==> config.mk <==
export PLATFORM = sky130hd
export DESIGN_NAME = sysctl_interrupt_status_mask
export DESIGN_NICKNAME = d
export VERILOG_FILES = /design/src/pkg/sysctl_irq_pkg.sv /design/src/design/sysctl_interrupt_status_mask.sv
export SDC_FILE = /design/constraint.sdc
export NUM_CORES = 1
export LEC_CHECK = 0
export BUFFER_PORTS_ARGS = -buffer_cell sky130_fd_sc_hd__clkbuf_2
export CORE_MARGIN = 10
export CORE_UTILIZATION = 40
export DETAILED_ROUTE_END_ITERATION = 16
export GPL_TIMING_DRIVEN = 0
export PLACE_DENSITY = 0.72
export SLEW_MARGIN = 0
export SYNTH_ARGS = -nofsm -noshare
export SYNTH_HDL_FRONTEND = slang
export SYNTH_SLANG_ARGS = --single-unit
==> constraint.sdc <==
create_clock -name mclk -period 3.9 [get_ports mclk]
set_clock_uncertainty 0.2 [all_clocks]
set_input_delay 0.78 -clock mclk [delete_from_list [all_inputs] [get_ports mclk]]
set_output_delay 0.78 -clock mclk [all_outputs]
set_load 0.01 [all_outputs]
==> src/pkg/sysctl_irq_pkg.sv <==
package sysctl_irq_pkg;

  // ----------------------------------------------------------------
  // bus and register map
  // ----------------------------------------------------------------
  localparam int ADDR_W = 12;
  localparam int DATA_W = 32;
  localparam int NUM_SRC = 7;

  localparam logic [ADDR_W-1:0] OFS_RAW_STATUS   = 12'h050;
  localparam logic [ADDR_W-1:0] OFS_MASK         = 12'h054;
  localparam logic [ADDR_W-1:0] OFS_MASKED_CLEAR = 12'h058;
  localparam logic [ADDR_W-1:0] OFS_BROWNOUT_CTL = 12'h030;

  // ----------------------------------------------------------------
  // field positions
  // ----------------------------------------------------------------
  localparam int BIT_PLL_FAULT     = 0;
  localparam int BIT_BROWNOUT      = 1;
  localparam int BIT_REG_UNREG     = 2;
  localparam int BIT_MAIN_OSC      = 3;
  localparam int BIT_INT_OSC       = 4;
  localparam int BIT_CURRENT_LIMIT = 5;
  localparam int BIT_PLL_LOCK      = 6;
  localparam int BIT_RESET_SELECT  = 1;

  localparam logic [NUM_SRC-1:0] SRC_RESET = 7'h00;
  localparam logic [DATA_W-1:0]  RD_ZERO   = 32'h0000_0000;

  // ----------------------------------------------------------------
  // carriers
  // ----------------------------------------------------------------
  typedef struct packed {
    logic              wr;
    logic              rd;
    logic [ADDR_W-1:0] addr;
    logic [DATA_W-1:0] wdata;
  } bus_req_t;

  typedef struct packed {
    logic [NUM_SRC-1:0] raw;
    logic [NUM_SRC-1:0] mask;
    logic               reset_select;
    logic [DATA_W-1:0]  rdata;
    logic               irq;
    logic               bor_reset;
  } state_t;

endpackage : sysctl_irq_pkg

==> src/design/sysctl_interrupt_status_mask.sv <==
// Decided for this implementation: the plain strobed port.
`timescale 1ns/1ps
// Overview of operation
// raw status bits set only by hardware; software writes there are ignored
// bit 6 sets when the pll ready timer reports lock
// bit 5 sets when the regulator current-limit output asserts
// bit 4 sets on internal oscillator fault
// bit 3 sets on main oscillator fault
// bit 2 sets when the regulator output is unregulated
// bit 1 sets on any brown-out and is the raw brown-out flag
// brown-out interrupts only with mask set and reset-select clear
// bit 0 sets when the pll stops oscillating
// bits 31:7 reserved, read zero; raw and mask reset to zero
// mask bit 6 gates the pll-lock interrupt
// mask bit 5 gates the current-limit interrupt
// mask bit 4 gates the internal oscillator fault interrupt
// mask bit 3 gates the main oscillator fault interrupt
// mask bit 2 gates the regulator-unregulated interrupt
// mask bit 1 gates the brown-out interrupt
// mask bit 0 gates the pll fault interrupt
// reset-select set turns a brown-out into a reset request instead
// masked status reads raw and mask; write one clears it and raw
// one interrupt line, high while any enabled raw bit is set
module sysctl_interrupt_status_mask (
  // clock and reset
  input  wire logic                              mclk,
  input  wire logic                              rst_n,
  // register port
  input  wire sysctl_irq_pkg::bus_req_t          bus_req,
  output logic       [sysctl_irq_pkg::DATA_W-1:0] bus_rdata,
  // event sources, asynchronous to mclk
  input  wire logic                              pll_lock_evt,
  input  wire logic                              current_limit_evt,
  input  wire logic                              int_osc_fault_evt,
  input  wire logic                              main_osc_fault_evt,
  input  wire logic                              regulator_unreg_evt,
  input  wire logic                              brownout_evt,
  input  wire logic                              pll_fault_evt,
  // requests to the processor
  output logic                                   irq,
  output logic                                   brownout_reset_req
);

  // ----------------------------------------------------------------
  // source synchronisers
  // ----------------------------------------------------------------
  logic [sysctl_irq_pkg::NUM_SRC-1:0] src_async;
  logic [sysctl_irq_pkg::NUM_SRC-1:0] src_meta_ff;
  logic [sysctl_irq_pkg::NUM_SRC-1:0] src_sync_ff;

  always_comb begin
    src_async = '0;
    src_async[sysctl_irq_pkg::BIT_PLL_LOCK]      = pll_lock_evt;
    src_async[sysctl_irq_pkg::BIT_CURRENT_LIMIT] = current_limit_evt;
    src_async[sysctl_irq_pkg::BIT_INT_OSC]       = int_osc_fault_evt;
    src_async[sysctl_irq_pkg::BIT_MAIN_OSC]      = main_osc_fault_evt;
    src_async[sysctl_irq_pkg::BIT_REG_UNREG]     = regulator_unreg_evt;
    src_async[sysctl_irq_pkg::BIT_BROWNOUT]      = brownout_evt;
    src_async[sysctl_irq_pkg::BIT_PLL_FAULT]     = pll_fault_evt;
  end

  // sources are levels; the second stage alone feeds the status logic
  always_ff @(posedge mclk) begin
    if (!rst_n) begin
      src_meta_ff <= sysctl_irq_pkg::SRC_RESET;
      src_sync_ff <= sysctl_irq_pkg::SRC_RESET;
    end else begin
      src_meta_ff <= src_async;
      src_sync_ff <= src_meta_ff;
    end
  end

  // ----------------------------------------------------------------
  // state
  // ----------------------------------------------------------------
  sysctl_irq_pkg::state_t state_ff;
  sysctl_irq_pkg::state_t nxt_state;
  logic [sysctl_irq_pkg::NUM_SRC-1:0] clr;
  logic [sysctl_irq_pkg::NUM_SRC-1:0] masked;
  logic [sysctl_irq_pkg::NUM_SRC-1:0] gate;

  always_comb begin
    nxt_state = state_ff;
    clr       = '0;
    nxt_state.rdata = sysctl_irq_pkg::RD_ZERO;
    // write one to the masked view clears the raw bit
    if (bus_req.wr && bus_req.addr == sysctl_irq_pkg::OFS_MASKED_CLEAR) begin
      clr = bus_req.wdata[sysctl_irq_pkg::NUM_SRC-1:0] & masked;
    end
    // a new event in the clearing cycle wins over the clear
    nxt_state.raw = (state_ff.raw & ~clr) | src_sync_ff;
    if (bus_req.wr && bus_req.addr == sysctl_irq_pkg::OFS_MASK) begin
      nxt_state.mask = bus_req.wdata[sysctl_irq_pkg::NUM_SRC-1:0];
    end
    if (bus_req.wr && bus_req.addr == sysctl_irq_pkg::OFS_BROWNOUT_CTL) begin
      nxt_state.reset_select = bus_req.wdata[sysctl_irq_pkg::BIT_RESET_SELECT];
    end
    if (bus_req.rd) begin
      case (bus_req.addr)
        sysctl_irq_pkg::OFS_RAW_STATUS:
          nxt_state.rdata[sysctl_irq_pkg::NUM_SRC-1:0] = state_ff.raw;
        sysctl_irq_pkg::OFS_MASK:
          nxt_state.rdata[sysctl_irq_pkg::NUM_SRC-1:0] = state_ff.mask;
        sysctl_irq_pkg::OFS_MASKED_CLEAR:
          nxt_state.rdata[sysctl_irq_pkg::NUM_SRC-1:0] = masked;
        sysctl_irq_pkg::OFS_BROWNOUT_CTL:
          nxt_state.rdata[sysctl_irq_pkg::BIT_RESET_SELECT] = state_ff.reset_select;
        default:
          nxt_state.rdata = sysctl_irq_pkg::RD_ZERO;
      endcase
    end
    nxt_state.irq = |(nxt_state.raw & gate);
    nxt_state.bor_reset = nxt_state.raw[sysctl_irq_pkg::BIT_BROWNOUT] & nxt_state.reset_select;
  end

  // brown-out mask only counts while reset-select is clear
  always_comb begin
    gate = state_ff.mask;
    if (bus_req.wr && bus_req.addr == sysctl_irq_pkg::OFS_MASK) begin
      gate = bus_req.wdata[sysctl_irq_pkg::NUM_SRC-1:0];
    end
    if (nxt_state.reset_select) begin
      gate[sysctl_irq_pkg::BIT_BROWNOUT] = 1'b0;
    end
    // the masked view is plain raw-and-mask, so a brown-out latched in reset mode stays clearable
    masked = state_ff.raw & state_ff.mask;
  end

  always_ff @(posedge mclk) begin
    if (!rst_n) begin
      state_ff.raw          <= sysctl_irq_pkg::SRC_RESET;
      state_ff.mask         <= sysctl_irq_pkg::SRC_RESET;
      state_ff.reset_select <= 1'b0;
      state_ff.rdata        <= sysctl_irq_pkg::RD_ZERO;
      state_ff.irq          <= 1'b0;
      state_ff.bor_reset    <= 1'b0;
    end else begin
      state_ff <= nxt_state;
    end
  end

  // ----------------------------------------------------------------
  // outputs
  // ----------------------------------------------------------------
  assign bus_rdata          = state_ff.rdata;
  assign irq                = state_ff.irq;
  assign brownout_reset_req = state_ff.bor_reset;

endmodule : sysctl_interrupt_status_mask

==> impl_results.md, run 1 <==
* Drc violations at 0
* R2R Path Start: src_sync_ff[5]
* Number of CTS-inserted buffers at 5
* DR iter-0 viols at 30
* Largest net degree at the start of global routing at 14
* ANT nets after route at 0
* Top Ports at 89
* RSZ-0062 raised after global routing: false
* Most frequent cells in the layout: dfxtp_1 (38), clkbuf_2 (38), buf_4 (32)
* Count of yosys warnings during synthesis at 0
* WL per Instance at 12.16 um
* CP Launch Point: bus_req[37]
* # resized after CTS at 0
* Critical path type: input port to flop
* Pwr Total at 0.0008774 W
* Crit. End Element: flop
* Synth Area in Compound Gates at 10.39%
* Initial core utilization at 40.94%
* Cells along the critical path: clkbuf_2 -> nor4b_4 -> nand4_1 -> o22a_1 -> a22oi_1 -> a41oi_1
* Hold Path Class: flop to flop
* Cell count after synthesis at 176
* Mux cell area share after synthesis at 4.342%
* Die H at 86.30 um
* Netlist cell types at 36
* Synth Area per Inst at 9.988 um^2
* Setup TNS at 0 ps
* Full die area at 7447 um^2
* CP bufs+invs at 1
* Power per cell area at 391.5 nW/um^2
* Max-Cap Viols at 0
* TritonCTS Sinks at 38
* WP data arrival at 2500 ps
* Clk slew on worst S/H paths at 70 ps
* Fmax at 0.3912 GHz
* Core Area at 4294 um^2
* Leakage at 1.074 nW
* Vias per Instance at 4.326
* Placed Cells incl. Taps at 290
* Tmin final at 2556 ps
* Setup crit start kind: input port
* Delay-heaviest family, CP: simple AND/OR/NAND/NOR gates
* Final Hold Vio Count at 0
* Final Setup Violations at 0
* Initial antenna violation count at 0
* Total GRT Usage at 10.03%
* Port bufs at 38
* Worst path slowest cell: nor4b_4
* HPWL after DPL at 2.940 mm
* Cell row count at 24
* Worst EP required at 3850 ps
* Layout cells sized above 1 at 35.77%
* CTS Hold Bufs at 0
* Layout area overhead at 27.47%
* Synth Area in Adders at 0%
* H-tree depth at 2
* Slew Limit Fails at 0
* Async SR Flop Fraction at 0%
* Status: completed
* CTS root buf: clkbuf_8
* RePlAce Congestion at 0.7681
* Tcrit/Tclk final at 65.54%
* Final #Nets at 300
* Via Count at 1289
* XOR/XNOR Fraction of Synth Area at 0%
* Syn Std Cell Area at 1758 um^2
* CTS Buffer Depth at 2
* Top_reg_cell synth: dfxtp_1
* GR Overflow Total at 0
* Worst IR Drop VDD at 168.3 uV
* FF+latch count, synth at 38
* Register area share after synthesis at 43.27%
* Final WL at 3.624 mm
* First-pass GRT wire length at 6.023 mm
* Setup bufs post-CTS at 0
* Vias in the first global route at 1326
* Clock Latency Late Sink at 290 ps
* Antenna diode count at 0
* HP Start: src_meta_ff[2]
* Crit path max fanout at 7
* Drt first pass iters at 4
* Post-synth EDFFs at 0
* CP max stage delay at 460 ps
* Post-route insts no fill at 298
* Simple-gate share of the synthesized area at 26.62%
* CTS tree: built
* Die width at 86.30 um
* Largest family of logic cells by synthesized area: simple AND/OR/NAND/NOR gates
[Yosys cell counts (3+ instances only)]
master	number	area (um^2)
inv_1	3	11.26
mux2_2	5	56.30
dfxtp_1	38	760.7
or2b_1	6	45.04
nand2_1	4	15.01
buf_4	32	240.2
and2_1	26	162.7
o22a_1	5	43.79
nor2_1	11	41.29
clkbuf_1	4	15.01
nand3b_1	6	45.04
a32oi_1	5	43.79
[cell families (layout without fill, tap and decap cells)]
kind of cell,after synthesis,count (layout)
AND/OR/NAND/NOR,68,68
buffers and inverters,39,85
flip-flops,38,38
AO/OA/AOI/OAI,23,23
multiplexers,7,7
other,1,25
[metrics by stage]
| stage | cell area (um^2) | util [%] | setup WS [ps] | hold slack [ps] |
|---|---|---|---|---|
| 6_report | 2241 | 52.19 | 1344 | 234.7 |
| 5_1_grt | 2241 | 52.19 | 1209 | 254.8 |
| 4_1_cts | 2241 | 52.19 | 1334 | 236.4 |
| 3_5_place_dp | 2103 | 48.98 | 1052 | 217.7 |
| 3_3_place_gp | 2103 | 48.98 | 1129 | 213.1 |
| 2_1_floorplan | 1848 | - | 1605 | 211.9 |
[cell type report]
| type | instances | area [um^2] |
|---|---|---|
| fill | 425 | 2053 |
| multi-input combinational | 123 | 820.8 |
| sequential | 38 | 760.7 |
| buffer | 36 | 255.2 |
| timing repair buffer | 38 | 190.2 |
| clock buffer | 5 | 68.82 |
| clock inverter | 3 | 68.82 |
| tap | 52 | 65.06 |
| inverter | 3 | 11.26 |
[sequential cells by signal (all words and copies together) (netlist names)]
| name | count |
|---|---|
| bus_rdata | 7 |
| src_meta_ff | 7 |
| state_ff | 15 |
| src_sync_ff | 7 |
| brownout_reset_req | 1 |
| irq | 1 |
[where the power goes]
part	internal [W]	switching [W]	leakage [nW]
Combinational	0.0000417	0.0000369	0.696
Sequential	0.000398	0.00000457	0.310
Clock	0.000256	0.000140	0.0683
[routing by layer]
metal	global-route usage (%)	wire length (um)	vias up
met1	10.13	1496	547
met5	0	0	-
met4	5.302	68	0
li1	-	-	694
met2	17.51	1798	41
met3	3.846	259	7
[worst paths after layout]
check,endpoint,slack (ps),cells after the start
setup / recovery,irq,1340,6
hold / removal,src_sync_ff[2],230,1
setup reg to reg,irq,2520,4
hold reg to reg,src_sync_ff[2],230,1
Note: power is estimated with default switching activity, not from simulation.
==> inputs of run 2 (changes only) <==
--- a/config.mk
+++ b/config.mk
@@ -5,12 +5,13 @@
 export SDC_FILE = /design/constraint.sdc
 export NUM_CORES = 1
 export LEC_CHECK = 0
+export ABC_AREA = 1
 export BUFFER_PORTS_ARGS = -buffer_cell sky130_fd_sc_hd__clkbuf_2
 export CORE_MARGIN = 10
 export CORE_UTILIZATION = 40
 export DETAILED_ROUTE_END_ITERATION = 16
 export GPL_TIMING_DRIVEN = 0
-export PLACE_DENSITY = 0.72
+export PLACE_DENSITY = 0.73
 export SLEW_MARGIN = 0
 export SYNTH_ARGS = -nofsm -noshare
 export SYNTH_HDL_FRONTEND = slang
==> constraint.sdc (replaced) <==
create_clock -name mclk -period 2.1 [get_ports mclk]
set_clock_uncertainty 0.2 [all_clocks]
set_input_delay 0.42 -clock mclk [delete_from_list [all_inputs] [get_ports mclk]]
set_output_delay 0.42 -clock mclk [all_outputs]
set_load 0.01 [all_outputs]
==> impl_results.md, run 2 <==
* Status: completed
* HP Start: regulator_unreg_evt
* Cell row count at 25 (+4.2%)
* Setup crit start kind: input port
* RePlAce Congestion at 0.8229 (+7.1%)
* Power per cell area at 630.8 nW/um^2 (+61%)
* Layout cells sized above 1 at 27.46% (-8.3 points)
* Async SR Flop Fraction at 0% (unchanged)
* Top cells by area, synth: dfxtp_1 (39%), nand2_1 (15%), buf_4 (12%)
* Hold Path Cell Cnt at 3 (+2)
* Fmax at 0.5782 GHz
* Crit path max fanout at 10 (+3)
* Crit. End Element: flop
* Cell count after synthesis at 278 (+58%)
* CTS Hold Bufs at 0 (unchanged)
* Final Hold Vio Count at 0 (unchanged)
* Worst path slowest cell: nor2_8
* Top_reg_cell synth: dfxtp_1
* First-pass GRT wire length at 7.279 mm (+21%)
* Final #Nets at 401 (+34%)
* Netlist cell types at 26 (-28%)
* H-tree depth at 2 (unchanged)
* Initial antenna violation count at 0 (unchanged)
* CTS root buf: clkbuf_8
* Synth Area per Inst at 7.048 um^2 (-29%)
* Antenna diode count at 0 (unchanged)
* Die H at 89.99 um (+4.3%)
* CP max stage delay at 210 ps (-250 ps)
* Hold Path Class: input port to flop
* Leakage at 1.414 nW (+32%)
* Post-synth EDFFs at 0 (unchanged)
* Vias per Instance at 4.036 (-6.7%)
* Via Count at 1667 (+29%)
* Post-synth top area share at 38.83% (-4.4 points)
* # resized after CTS at 0 (unchanged)
* WL per Instance at 10.08 um (-17%)
* Commonest non-fill, non-tap cell in the layout: nand2_1
* Routed met3 length at 335 um (+29%)
* Cell with the most instances after synthesis: nand2_1
* Number of CTS-inserted buffers at 5 (unchanged)
* DR iter-0 viols at 75 (+150%)
* Final WL at 4.164 mm (+15%)
* Uppermost layer routed: met4
* Crit-path most repeated cell: nor2_1
* Worst IR Drop VDD at 352.4 uV (+110%)
* Cells along the critical path: clkbuf_2 -> nor2_2 -> nand2_2 -> nor2_8 -> buf_6 -> nand4_2 -> a21oi_2 -> nor2_1 -> nor2_1 -> a21oi_1
* Register-to-Register Setup Slack at 670 ps (-1850 ps)
* Largest net degree at the start of global routing at 12 (-2)
* Final Setup Violations at 0 (unchanged)
* Vias in the first global route at 1691 (+28%)
* RR Endpoint: irq
* Tcrit/Tclk final at 82.35%
* Drt first pass iters at 4 (unchanged)
* Syn Std Cell Area at 1959 um^2 (+11%)
* R2R Path Start: state_ff[36]
* Tmin final at 1729 ps
* Length of routed met2 wiring at 1.940 mm (+7.9%)
* ANT nets after route at 0 (unchanged)
* Die width at 89.99 um (+4.3%)
* Layout area overhead at 24.07%
* Top cells by count, synth: nand2_1 (77), inv_1 (42), dfxtp_1 (38)
* Most frequent cells in the layout: nand2_1 (77), inv_1 (42), dfxtp_1 (38)
* Met1 WL at 1.845 mm (+23%)
* Fill cells at 459 (+8.0%)
* Setup TNS at 0 ps (unchanged)
* CP Launch Point: bus_req[43]
* GR Overflow Total at 0 (unchanged)
* CTS Buffer Depth at 2 (unchanged)
* WP data arrival at 1690 ps (-810 ps)
* Port bufs at 37 (-2.6%)
* Top Ports at 89 (unchanged)
* Slew Limit Fails at 0 (unchanged)
* Clock Latency Late Sink at 290 ps (about the same)
* Critical path type: input port to flop
* CTS tree: built
* Leading area contributor after synthesis: dfxtp_1
* FF+latch count, synth at 38 (unchanged)
* Initial core utilization at 41.48% (+0.55 points)
* Register name with the most flops: state_ff
* Core Area at 4723 um^2 (+10%)
* Clk slew on worst S/H paths at 70 ps (about the same)
* Worst EP required at 2060 ps (-1790 ps)
* Worst Hold Margin at 106.4 ps (-128.3 ps)
* Max reg flops at 15 (unchanged)
* Max-Cap Viols at 0 (unchanged)
* Total GRT Usage at 10.64% (+0.61 points)
* RSZ-0062 raised after global routing: false
* HPWL after DPL at 3.279 mm (+12%)
* Hold Path End: src_meta_ff[2]
* Count of yosys warnings during synthesis at 0 (unchanged)
* Register area share after synthesis at 38.83% (-4.4 points)
* TritonCTS Sinks at 38 (unchanged)
* Setup bufs post-CTS at 0 (unchanged)
* Worst Reg-to-Reg Cells at 7 (+3)
* Full die area at 8098 um^2 (+8.7%)
* Fin worst setup slack at 370.6 ps (-973.4 ps)
* Place WS at 43.69 ps (-1008 ps)
* Drc violations at 0 (unchanged)
## run 2: routing by layer
| layer | track usage (%) | up-vias |
|---|---|---|
| met5 | 0 | - |
| met4 | 3.846 | 0 |
| met3 | 5.403 | 4 |
| met2 | 18.04 | 57 |
| met1 | 11.06 | 674 |
| li1 | - | 932 |
## run 2: logic make-up after synthesis
logic type             count (synthesis)  share of synthesized area (%)
other                                  1                         0.1914
buffers and inverters                 84                          22.67
AO/OA/AOI/OAI                         28                          7.919
AND/OR/NAND/NOR                      127                          30.40
flip-flops                            38                          38.83
## run 2: worst max-delay path by stage
stage                to  slack, ps  depth (start not counted)
floorplan           irq        380                          9
CTS                 irq        360                         10
global route        irq        230                         10
global placement    irq         50                         10
finish              irq        370                         10
detailed placement  irq         40                         10
## run 2: area by class of cell
class,count,area (um^2),share of cell area (%)
multi-input combinational,180,844.6,34.74
clock buffer,6,82.58,3.397
buffer,37,266.5,10.96
inverter,47,177.7,7.308
clock inverter,1,30.03,1.235
tap,67,83.83,3.448
sequential,38,760.7,31.29
timing repair buffer,37,185.2,7.617
## run 2: where the power goes
part           internal, W  switching (W)
Combinational    0.0000690      0.0000891
Sequential        0.000740     0.00000838
Clock             0.000380       0.000247
## run 2: critical path, delay by kind of cell
family	cells	cell delay, ps
buffers and inverters	2	250
AOI/OAI and AO/OA	2	280
and+or+nand+nor	6	730
## run 2: per-stage QoR
step                power [W]  instance area [um^2]  instances  util [%]
floorplan           0.0008730                  2049        302         -
global placement    0.0009167                  2318        406     49.09
detailed placement  0.0009198                  2318        406     49.09
CTS                  0.001550                  2431        413     51.47
global route         0.001604                  2431        413     51.47
finish               0.001534                  2431        413     51.47
==> inputs of run 3 (changes only) <==
--- a/config.mk
+++ b/config.mk
@@ -5,13 +5,13 @@
 export SDC_FILE = /design/constraint.sdc
 export NUM_CORES = 1
 export LEC_CHECK = 0
-export ABC_AREA = 1
+export ABC_AREA = 0
 export BUFFER_PORTS_ARGS = -buffer_cell sky130_fd_sc_hd__clkbuf_2
 export CORE_MARGIN = 10
 export CORE_UTILIZATION = 40
 export DETAILED_ROUTE_END_ITERATION = 16
 export GPL_TIMING_DRIVEN = 0
-export PLACE_DENSITY = 0.73
+export PLACE_DENSITY = 0.72
 export SLEW_MARGIN = 0
 export SYNTH_ARGS = -nofsm -noshare
 export SYNTH_HDL_FRONTEND = slang
==> constraint.sdc (replaced) <==
create_clock -name mclk -period 1.7 [get_ports mclk]
set_clock_uncertainty 0.2 [all_clocks]
set_input_delay 0.34 -clock mclk [delete_from_list [all_inputs] [get_ports mclk]]
set_output_delay 0.34 -clock mclk [all_outputs]
set_load 0.01 [all_outputs]
==> impl_results.md, run 3 (synthesis gave the netlist of run 1 again) <==
* Setup crit start kind: input port
* Cell row count at 24 (-4.0%)
* Via Count at 1343 (-19%)
* Antenna diode count at 0 (unchanged)
* Port bufs at 38 (+2.7%)
* Leakage at 1.153 nW (-18%)
* TritonCTS Sinks at 38 (unchanged)
* WL per Instance at 12.77 um (+27%)
* Pwr Total at 0.001739 W (+13%)
* Worst EP required at 1650 ps (-410 ps)
* Fill cells at 385 (-16%)
* Final #Nets at 311 (-22%)
* Finished Cell Area at 2437 um^2 (+0.26%)
* Critical path type: input port to flop
* Layout cells sized above 1 at 44.36% (+17 points)
* RSZ-0062 raised after global routing: true
* Number of CTS-inserted buffers at 5 (unchanged)
* First-pass GRT wire length at 6.141 mm (-16%)
* Top Ports at 89 (unchanged)
* DR iter-0 viols at 40 (-47%)
* Tcrit/Tclk final at 105.3%
* Place WS at -613.5 ps (-657.2 ps)
* CTS Buffer Depth at 2 (unchanged)
* Full die area at 7447 um^2 (-8.0%)
* Drc violations at 0 (unchanged)
* Largest net degree at the start of global routing at 12 (unchanged)
* ANT nets after route at 0 (unchanged)
* Post-route insts no fill at 309 (-25%)
* WP data arrival at 1740 ps (+50 ps)
* Slew Limit Fails at 0 (unchanged)
* Register area at 760.7 um^2 (unchanged)
* Final Setup Violations at 1 (+1)
* RePlAce Congestion at 0.8076 (-1.9%)
* Clock Latency Late Sink at 280 ps (about the same)
* Finished Core Util at 56.76% (+5.3 points)
* Die H at 86.30 um (-4.1%)
* Final WL at 3.945 mm (-5.3%)
* Initial antenna violation count at 0 (unchanged)
* Worst Reg-to-Reg Cells at 4 (-3)
* Register-to-Register Setup Slack at 380 ps (-290 ps)
* Register name with the most flops: state_ff
* Hold Path Class: input port to flop
* Vias per Instance at 4.346 (+7.7%)
* HPWL after DPL at 2.947 mm (-10%)
* Initial core utilization at 40.94% (-0.55 points)
* CTS Hold Bufs at 0 (unchanged)
* Tmin final at 1791 ps
* Most frequent cells in the layout: buf_4 (38), dfxtp_1 (38), clkbuf_2 (34)
* CTS root buf: clkbuf_8
* Max reg flops at 15 (unchanged)
* Clk slew on worst S/H paths at 70 ps (about the same)
* DP Area at 2111 um^2 (-9.0%)
* Fmax at 0.5584 GHz
* GR Overflow Total at 0 (unchanged)
* Crit path max fanout at 7 (-3)
* R2R Path Start: state_ff[37]
* CTS tree: built
* Core Area at 4294 um^2 (-9.1%)
* Crit. End Element: flop
* Failing checks: setup timing
* Drt first pass iters at 4 (unchanged)
* Multi-input logic area at 913.4 um^2 (+8.1%)
* Fin worst setup slack at -90.81 ps (-461.4 ps)
* Cells along the critical path: buf_8 -> nor4b_4 -> nand4_4 -> mux2_4 -> a22oi_2 -> a41oi_2
* Worst path slowest cell: mux2_4
* HP Start: main_osc_fault_evt
* CP max stage delay at 370 ps (+160 ps)
* Worst IR Drop VDD at 402.2 uV (+14%)
* H-tree depth at 2 (unchanged)
* Layout area overhead at 38.65%
* Die width at 86.30 um (-4.1%)
* Placed Cells incl. Taps at 290 (-29%)
* Vias in the first global route at 1344 (-21%)
* Max-Cap Viols at 0 (unchanged)
* Hold Path Cell Cnt at 2 (-1)
* Total GRT Usage at 10.19% (-0.45 points)
* Final Hold Vio Count at 0 (unchanged)
* Hold Path End: src_meta_ff[3]
* RR Endpoint: irq
* Status: finished, violations left
* Power per cell area at 713.3 nW/um^2 (+13%)
-- run 3: stage by stage --
stage	hold WS, ps	setup TNS (ps)
after floorplan	211.9	-222.1
after global placement	213.6	-6178
after detailed placement	216.9	-6482
after CTS	49.36	-77.45
after global routing	48.63	-433.5
final	66.63	-90.81
-- run 3: worst max-delay path by stage --
| stage | from | end | slack, ps | cells past startpoint |
|---|---|---|---|---|
| detailed placement | bus_req[32] | irq | -610 | 6 |
| global route | bus_req[33] | irq | -150 | 6 |
| floorplan | bus_req[32] | irq | -140 | 5 |
| finish | bus_req[33] | irq | -90 | 6 |
| global placement | bus_req[32] | irq | -620 | 6 |
| CTS | bus_req[37] | irq | -80 | 7 |
-- run 3: area by class of cell --
type	count	area share (%)
repair buffers	49	13.14
flip-flops and latches	38	31.21
clock inverters	1	0.2053
clock buffers	7	3.542
well taps	52	2.669
multi-input cells	123	37.47
plain buffers	36	11.29
inverters	3	0.4620
-- run 3: routing by layer --
metal / vias to the layer above / track usage (%) / wire, um
met2: 47 / 17.92 / 2014
met5: - / 0 / 0
met3: 6 / 4.409 / 362
met1: 577 / 10.19 / 1476
met4: 0 / 4.566 / 91
li1: 713 / - / -
-- run 3: power breakdown --
group	internal, W	switching [W]
logic	0.000112	0.0000935
clock network	0.000327	0.000281
registers	0.000914	0.0000111
-- run 3: repair_timing --
item,in CTS,in global routing
setup endpoints to repair,8,9
gates cloned,0,0
pin swaps,8,13
endpoints found under the hold margin,0,0
setup buffers,5,6
resized for setup,12,28
-- run 3: worst max-delay path: cells and delay by family --
family | cells | cell delay [ps]
simple gates | 2 | 600
compound gates | 2 | 340
buf+inv | 1 | 100
mux | 1 | 370
